[src/design/mcr_pkg.sv]
package mcr_pkg;

   ////////////////////////////////////////////////////////////////////////////
   // register map (byte addresses on the register bus)
   localparam logic [15:0] MCR_OFS_CFG_ONE = 16'hDF0F;
   localparam logic [15:0] MCR_OFS_CFG_ZERO = 16'hDF10;
   localparam logic [15:0] MCR_OFS_DEV = 16'hDF11;
   localparam logic [15:0] MCR_OFS_CHANNEL_NUMBER = 16'hDF20;
   localparam logic [15:0] MCR_OFS_DEV_M = 16'hDF21;
   localparam logic [15:0] MCR_OFS_SPACING = 16'hDF24;
   localparam logic [15:0] MCR_OFS_OFFSET = 16'hDF28;
   localparam logic [15:0] MCR_OFS_DEVIATION = 16'hDF2C;

   ////////////////////////////////////////////////////////////////////////////
   // field positions
   localparam int MCR_FEC_BIT = 7;
   localparam int MCR_PRE_LSB = 4;
   localparam int MCR_SPC_E_LSB = 0;
   localparam int MCR_DEV_E_LSB = 4;
   localparam int MCR_DEV_M_LSB = 0;

   // writable masks; everything else reads zero
   localparam logic [7:0] MCR_MASK_CFG_ONE = 8'hF3;
   localparam logic [7:0] MCR_MASK_DEV = 8'h77;

   ////////////////////////////////////////////////////////////////////////////
   // reset values
   localparam logic [7:0] MCR_RST_CFG_ONE = 8'h22;
   localparam logic [7:0] MCR_RST_CFG_ZERO = 8'hF8;
   localparam logic [7:0] MCR_RST_DEV = 8'h47;
   localparam logic [7:0] MCR_RST_CHANNEL_NUMBER = 8'h00;

   // spacing and deviation fractional shifts (divide by 2^18, 2^17)
   localparam int MCR_SPC_SHIFT = 18;
   localparam int MCR_DEV_SHIFT = 17;
   localparam logic [8:0] MCR_SPC_ONE = 9'h100;
   localparam logic [3:0] MCR_DEV_ONE = 4'h8;

   ////////////////////////////////////////////////////////////////////////////
   typedef struct packed {
      logic error_correction_enable;
      logic [2:0] preamble_count;
      logic [4:0] preamble_bytes;
      logic [1:0] channel_spacing_exponent;
      logic [7:0] channel_spacing_mantissa;
      logic [2:0] deviation_exponent;
      logic [2:0] deviation_mantissa;
      logic [7:0] channel_number;
   } mcr_cfg_s;

   typedef enum logic [1:0] {
      MCR_IDLE = 2'b00,
      MCR_ANSWER = 2'b01,
      MCR_DONE = 2'b10
   } mcr_state_e;

   // minimum preamble bytes per code
   function automatic logic [4:0] mcr_preamble_bytes(input logic [2:0] code);
      case (code)
         3'h0: return 5'h02;
         3'h1: return 5'h03;
         3'h2: return 5'h04;
         3'h3: return 5'h06;
         3'h4: return 5'h08;
         3'h5: return 5'h0C;
         3'h6: return 5'h10;
         default: return 5'h18;
      endcase
   endfunction : mcr_preamble_bytes

endpackage : mcr_pkg

[src/design/mcr_freq_calc.sv]
`timescale 1ns/100ps
`default_nettype none
// frequency words in units of f_ref / 2^18 (spacing, offset) and f_ref / 2^17 (deviation)
module mcr_freq_calc
   import mcr_pkg::*;
(
   input wire logic ref_clk, // system clock
   input wire logic rst_n, // sync reset, active low
   input wire mcr_cfg_s cfg, // decoded settings
   output logic [11:0] spacing_q, // (256+m) << e
   output logic [19:0] offset_q, // spacing * channel
   output logic [10:0] deviation_q // (8+m) << e
);

   ////////////////////////////////////////////////////////////////////////////
   logic [11:0] spacing_d;
   logic [19:0] offset_d;
   logic [10:0] deviation_d;

   assign spacing_d = 12'({MCR_SPC_ONE | {1'b0, cfg.channel_spacing_mantissa}})
                      << cfg.channel_spacing_exponent;
   // unsigned product added to base frequency downstream
   // widen both factors first; a cast around the product would keep only 12 bits of it
   assign offset_d = 20'(spacing_d) * 20'(cfg.channel_number);
   assign deviation_d = 11'({MCR_DEV_ONE | {1'b0, cfg.deviation_mantissa}})
                        << cfg.deviation_exponent;

   always_ff @(posedge ref_clk) begin
      if (!rst_n) begin
         spacing_q <= '0;
         offset_q <= '0;
         deviation_q <= '0;
      end else begin
         spacing_q <= spacing_d;
         offset_q <= offset_d;
         deviation_q <= deviation_d;
      end
   end

endmodule : mcr_freq_calc
`default_nettype wire

[src/design/mcr_regs.sv]
`timescale 1ns/100ps
`default_nettype none
module mcr_regs
   import mcr_pkg::*;
(
   input wire logic ref_clk, // system clock, 100 MHz
   input wire logic rst_n, // sync reset, active low
   input wire logic [15:0] avs_address, // byte address
   input wire logic avs_read, // read request
   input wire logic avs_write, // write request
   input wire logic [31:0] avs_writedata, // write data
   input wire logic [3:0] avs_byteenable, // byte lanes
   output logic [31:0] avs_readdata, // read data
   output logic avs_waitrequest, // stall
   output logic [1:0] avs_response, // 00 okay, 10 slave error
   input wire logic tx_symbol, // data symbol being modulated
   output logic error_correction_enable, // payload fec + interleave
   output logic [4:0] preamble_bytes, // minimum preamble count
   output logic [11:0] spacing_word, // units fref/2^18
   output logic [19:0] offset_word, // units fref/2^18
   output logic [10:0] deviation_word, // units fref/2^17
   output logic [11:0] tx_deviation, // signed deviation per symbol
   output mcr_cfg_s cfg_q // all decoded settings
);

   ////////////////////////////////////////////////////////////////////////////
   logic [7:0] cfg_one_q, cfg_one_d;
   logic [7:0] cfg_zero_q, cfg_zero_d;
   logic [7:0] dev_q, dev_d;
   logic [7:0] channel_number_q, channel_number_d;
   mcr_state_e state_q, state_d;
   logic [31:0] rdata_q, rdata_d;
   logic [1:0] resp_q, resp_d;
   logic wait_q;
   mcr_cfg_s cfg_d;
   logic fec_q, fec_d;
   logic [4:0] pre_q;
   logic [11:0] txdev_q, txdev_d;
   logic [11:0] spacing_w;
   logic [19:0] offset_w;
   logic [10:0] deviation_w;

   ////////////////////////////////////////////////////////////////////////////
   // decode; narrow registers live in lane 0 only
   wire hit_one = avs_address == MCR_OFS_CFG_ONE;
   wire hit_zero = avs_address == MCR_OFS_CFG_ZERO;
   wire hit_dev = avs_address == MCR_OFS_DEV;
   wire hit_channel_number = avs_address == MCR_OFS_CHANNEL_NUMBER;
   wire hit_spc = avs_address == MCR_OFS_SPACING;
   wire hit_ofs = avs_address == MCR_OFS_OFFSET;
   wire hit_dvw = avs_address == MCR_OFS_DEVIATION;
   wire hit_any = hit_one | hit_zero | hit_dev | hit_channel_number | hit_spc | hit_ofs | hit_dvw;
   wire take = (avs_read | avs_write) & (state_q == MCR_IDLE);
   wire wr_en = take & avs_write & avs_byteenable[0];
   wire [7:0] wb = avs_writedata[7:0];

   assign cfg_one_d = (wr_en & hit_one) ? (wb & MCR_MASK_CFG_ONE) : cfg_one_q;
   assign cfg_zero_d = (wr_en & hit_zero) ? wb : cfg_zero_q;
   assign dev_d = (wr_en & hit_dev) ? (wb & MCR_MASK_DEV) : dev_q;
   assign channel_number_d = (wr_en & hit_channel_number) ? wb : channel_number_q;

   assign rdata_d = hit_one ? {24'h000000, cfg_one_q} :
                    hit_zero ? {24'h000000, cfg_zero_q} :
                    hit_dev ? {24'h000000, dev_q} :
                    hit_channel_number ? {24'h000000, channel_number_q} :
                    hit_spc ? {20'h00000, spacing_w} :
                    hit_ofs ? {12'h000, offset_w} :
                    hit_dvw ? {21'h00000, deviation_w} : 32'h00000000;
   // writes to the read-only computed words are refused as errors
   assign resp_d = (!hit_any || (avs_write && (hit_spc || hit_ofs || hit_dvw))) ? 2'h2 : 2'h0;

   ////////////////////////////////////////////////////////////////////////////
   // field extraction
   assign cfg_d.error_correction_enable = cfg_one_q[MCR_FEC_BIT];
   assign cfg_d.preamble_count = cfg_one_q[MCR_PRE_LSB +: 3];
   assign cfg_d.preamble_bytes = mcr_preamble_bytes(cfg_one_q[MCR_PRE_LSB +: 3]);
   assign cfg_d.channel_spacing_exponent = cfg_one_q[MCR_SPC_E_LSB +: 2];
   assign cfg_d.channel_spacing_mantissa = cfg_zero_q;
   assign cfg_d.deviation_exponent = dev_q[MCR_DEV_E_LSB +: 3];
   assign cfg_d.deviation_mantissa = dev_q[MCR_DEV_M_LSB +: 3];
   assign cfg_d.channel_number = channel_number_q;
   // fec is honoured as written; fixed-length framing is software's duty
   assign fec_d = cfg_one_q[MCR_FEC_BIT];
   // symbol 0 pulls below carrier, symbol 1 above
   assign txdev_d = tx_symbol ? {1'b0, deviation_w} : 12'(-{1'b0, deviation_w});

   ////////////////////////////////////////////////////////////////////////////
   // bus handshake: idle -> answer (waitrequest low one cycle) -> done
   always_comb begin
      state_d = state_q;
      case (state_q)
         MCR_IDLE: if (avs_read | avs_write) state_d = MCR_ANSWER;
         MCR_ANSWER: state_d = MCR_DONE;
         MCR_DONE: state_d = MCR_IDLE;
         default: state_d = MCR_IDLE;
      endcase
   end

   ////////////////////////////////////////////////////////////////////////////
   mcr_freq_calc u_calc (
      .ref_clk(ref_clk),
      .rst_n(rst_n),
      .cfg(cfg_q),
      .spacing_q(spacing_w),
      .offset_q(offset_w),
      .deviation_q(deviation_w)
   );

   always_ff @(posedge ref_clk) begin
      if (!rst_n) begin
         cfg_one_q <= MCR_RST_CFG_ONE;
         cfg_zero_q <= MCR_RST_CFG_ZERO;
         dev_q <= MCR_RST_DEV;
         channel_number_q <= MCR_RST_CHANNEL_NUMBER;
         state_q <= MCR_IDLE;
         rdata_q <= '0;
         resp_q <= '0;
         wait_q <= 1'b1;
      end else begin
         cfg_one_q <= cfg_one_d;
         cfg_zero_q <= cfg_zero_d;
         dev_q <= dev_d;
         channel_number_q <= channel_number_d;
         state_q <= state_d;
         if (take) begin
            rdata_q <= rdata_d;
            resp_q <= resp_d;
         end
         wait_q <= !(state_d == MCR_ANSWER);
      end
   end

   always_ff @(posedge ref_clk) begin
      if (!rst_n) begin
         cfg_q <= '0;
         fec_q <= 1'b0;
         pre_q <= '0;
         txdev_q <= '0;
      end else begin
         cfg_q <= cfg_d;
         fec_q <= fec_d;
         pre_q <= cfg_d.preamble_bytes;
         txdev_q <= txdev_d;
      end
   end

   assign avs_readdata = rdata_q;
   assign avs_waitrequest = wait_q;
   assign avs_response = resp_q;
   assign error_correction_enable = fec_q;
   assign preamble_bytes = pre_q;
   assign spacing_word = spacing_w;
   assign offset_word = offset_w;
   assign deviation_word = deviation_w;
   assign tx_deviation = txdev_q;

endmodule : mcr_regs
`default_nettype wire

[config.mk]
export PLATFORM = sky130hd
export DESIGN_NAME = mcr_regs
export DESIGN_NICKNAME = d
export VERILOG_FILES = /design/src/design/mcr_pkg.sv /design/src/design/mcr_freq_calc.sv /design/src/design/mcr_regs.sv
export SDC_FILE = /design/constraint.sdc
export NUM_CORES = 1
export LEC_CHECK = 0
export BUFFER_PORTS_ARGS = -buffer_cell sky130_fd_sc_hd__buf_2
export CAP_MARGIN = 20
export CORE_AREA = 2 2 141 143
export DETAILED_ROUTE_END_ITERATION = 12
export DIE_AREA = 0 0 143 145
export PLACE_DENSITY = 0.7
export SKIP_CTS_REPAIR_TIMING = 1
export SLEW_MARGIN = 20
export SYNTH_ARGS = -nofsm -noshare
export SYNTH_HDL_FRONTEND = slang
export SYNTH_SLANG_ARGS = --single-unit
[constraint.sdc]
create_clock -name ref_clk -period 5.2 [get_ports ref_clk]
set_input_delay 0.26 -clock ref_clk [delete_from_list [all_inputs] [get_ports ref_clk]]
set_output_delay 0.26 -clock ref_clk [all_outputs]
set_load 0.05 [all_outputs]
==> impl.org <==
** Outcome
- Status :: complete, no violations

** Global route
- Global-route wire length before repair :: roughly 36000 um
- Vias in the first global route :: 6653
- Across every metal layer, demand over resource in global routing totals 0.223.
- Entering global routing, the biggest net connects 69 pins.
- Sum of overflow across all layers after global routing :: 0
- The number of antenna violations at the first check in global routing was 1.

** Final layout
- Compared with the post-synthesis result, the final layout area differs by 22.2%.
- Core occupancy in the finished layout :: 0.532
- Proportion of layout cells with a drive suffix above 1 :: 0.235
- Fin cells :: about 1400
- The library cell used most frequently in the layout, excluding fill and tap cells, is buf_2.
- After routing the design area is ~10000 sq um.
- The library cells used most frequently in the layout, excluding fill and tap cells, are buf_2 (145), dfxtp_1 (138), and2_1 (98).
- Across the whole layout, storage elements account for approximately 2800 sq um.
- Number of inserted filler cells in the final layout :: around 1800
- Multi-input gate area in the final layout :: roughly 5000 sq um
- After the last flow step, the layout net total stands at between 1000 and 1500.

** Synth
- The synthesized design contains 0 enable-type register cells.
- Sequential fraction of the synthesis area :: 0.335
- Share of flip-flops with an asynchronous set or reset after synthesis :: 0
- Mapped Avg Cell Area :: between 9 and 10 sq um
- YS warnings :: 0
- In the synthesized netlist, the number of instances is between 900 and 1000.
- Yosys mapped the design onto 54 distinct sky130hd cell types.
- The most used flip-flop cell after synthesis is dfxtp_1.
- Post-Syn Area :: about 8400 sq um
- Synthesis inferred 140 register bits.

** Die
- In this run the horizontal extent of the chip is about 140 um.
- The core region is approximately 19000 sq um.
- Number of cell rows :: 51
- Chip Height :: around 150 um
- Number of primary I/O pins :: 186
- Die Footprint :: between 20000 and 25000 sq um
- The initial utilization of the core area, before any placement, comes to 0.435.

** Routing
- Number of detailed-routing iterations run before antenna repair :: 5
- Once detail routing completed, the nets flagged for antenna violations numbered 0.
- Across all layers, the routed design uses roughly 7000 vias.
- Vias per cell :: between 5 and 6
- DR DRC count :: 0
- First DRT Iteration DRCs :: roughly 570
- Detailed-route wire length :: roughly 23000 um
- After detailed routing, the average wire length per cell comes to 17.0 um.

** Clock network
- Clock transition at path regs :: 0.06 ns
- The number of clock buffers added by TritonCTS is 17.
- TritonCTS built the clock tree.
- The root buffer cell chosen for the clock tree is clkbuf_16.
- Clock latency on the worst-skew pair, taken at its later pin, is 0.42 ns.
- Maximum level of the CTS H-tree :: 4
- The clock net in this run drives a total of between 100 and 150 sinks.
- No sink is reached through more buffers than the 2 on the longest clock path.

** Placed design
- Timing analysis after detailed placement gives a worst setup slack of around 0.12 ns.
- In this run, placement finished with an instance count of 1318.
- After detailed placement, the total cell area comes to 9480 sq um.
- Summed over all nets, the half-perimeter wirelength after detailed placement is approximately 17000 um.
- Final weighted congestion of routability-driven global placement :: 0.854
- Port buffering added roughly 150 buffers.

** Critical path
- The critical path is of the register to register type.
- At the worst endpoint, the arrival time is between 5 and 6 ns.
- Largest stage delay on the critical path :: 0.56 ns
- Worst setup EP type :: register
- Cell with the largest stage delay on the worst path :: fa_1
- Largest fanout on the critical path :: 7
- Most common cell on crit path :: fa_1
- STA classifies the critical path startpoint as a register.
- The setup check on the worst reg-to-reg path leaves a slack of 0.20 ns.
- Traced cell by cell, the critical path runs through buf_6 > mux2i_4 > mux2i_2 > buf_4 > and2_1 > fa_1 > fa_1 > fa_1 > inv_1 > fa_1 > inv_1 > ha_1 > buf_4 > or3_1 > a21oi_2 > o21ai_0 > o21ai_1 > xor2_1 > nor2_1.
- WP data required :: ~5.5 ns

** STA
- Top achievable clock speed :: approximately 0.20 GHz
- Final Cycle Share :: 0.961
- The final count of hold timing violations was 0.
- Number of slew-limit violations in the final report :: 0
- Hold timing on the final database bottoms out at a slack of 0.108 ns.
- Post-layout minimum cycle time :: ~5 ns
- Clock Skew :: just under 0.007 ns
- Worst Setup Slack, final :: approximately 0.20 ns
- Setup violations remaining at the end of the flow were counted as 0.
- At the pin with the least slew margin, the transition time is between 1 and 1.5 ns.
- In this run the tightest slew margin relative to its limit is 0.259.

** Flow run
- Across the run, the number of max-cap violations was 0.

** Power and ir drop
- For this design the static power due to leakage is slightly below 5 nW.
- Power Density :: around 260 nW/um^2
- VDD sags by at most around 240 uV.

** Hold path
- Worst Hold Class :: input port to register
[state kept, by name (all words and copies together) (netlist names), 6 cells and up]
signal,count
tx_deviation,12
u_calc.deviation_q,11
u_calc.spacing_q,12
cfg_zero_q,8
channel_number_q,8
dev_q,6
cfg_one_q,6
cfg_q,27
avs_readdata,20
u_calc.offset_q,20
[worst max-delay path, delay by kind of cell (launching register included)]
family          cells  cell delay, ns
fa+ha+maj           5            2.31
buf+inv             5            0.59
compound gates      3            0.41
simple gates        3            0.63
xor+xnor            1            0.19
flops               1            0.44
mux                 2            0.31
[cells in the mapped netlist, types with 9 or more instances]
library cell / number / area (sq um)
dfxtp_1: 140 / 2800
and2_1: 98 / 613
nand2_1: 88 / 330
inv_1: 85 / 319
nor2_1: 67 / 251
fa_1: 60 / 1200
a21oi_1: 59 / 295
ha_1: 41 / 513
mux2i_1: 36 / 360
clkbuf_1: 34 / 128
o21ai_0: 24 / 120
buf_4: 21 / 158
nand3_1: 14 / 70.1
a22oi_1: 13 / 97.6
xnor2_1: 10 / 87.6
and3_1: 9 / 56.3
nor3_1: 9 / 45.0
or3_1: 9 / 56.3
xor2_1: 9 / 78.8
[power by group]
group	internal (mW)	leakage, nW	switching (mW)
logic	0.0731	3.53	0.206
registers	1.10	1.14	0.0188
clock network	0.777	0.286	0.471
[stage by stage]
stage | TNS, ns | power [mW]
2_1_floorplan | 0 | 1.33
3_3_place_gp | 0 | 1.41
3_5_place_dp | 0 | 1.41
4_1_cts | 0 | 2.64
5_1_grt | -0.00180 | 2.72
6_report | 0 | 2.64
[kinds of logic after synthesis]
logic type	count (synthesis)	synth area share
simple gates	330	0.201
compound gates	129	0.0915
fa+ha+maj	101	0.205
xor+xnor	19	0.0199
mux	47	0.0687
buf+inv	148	0.0780
other cells	1	0.000449
flops	140	0.335
[metal layers]
layer	global-route usage	routed length, um
met1	0.309	9860
met2	0.349	10700
met3	0.0502	1800
met4	0.0668	542
met5	0	0
[path summary, 6_finish.rpt]
check | startpoint | endpoint | depth (start not counted)
setup / recovery | cfg_q[23] | u_calc.offset_q[17] | 19
hold / removal | avs_writedata[3] | cfg_zero_q[3] | 3
setup reg to reg | cfg_q[23] | u_calc.offset_q[17] | 19
hold reg to reg | state_q[1] | state_q[1] | 1
[layout make-up]
class,count,share of cell area
Multi-Input combinational cell,639,0.498
Sequential cell,140,0.275
Timing Repair Buffer,189,0.104
Clock buffer,21,0.0451
Tap cell,265,0.0325
Inverter,86,0.0316
Clock inverter,10,0.0137
Antenna cell,1,0.000245
No activity file was read; power rests on OpenSTA's default activity.
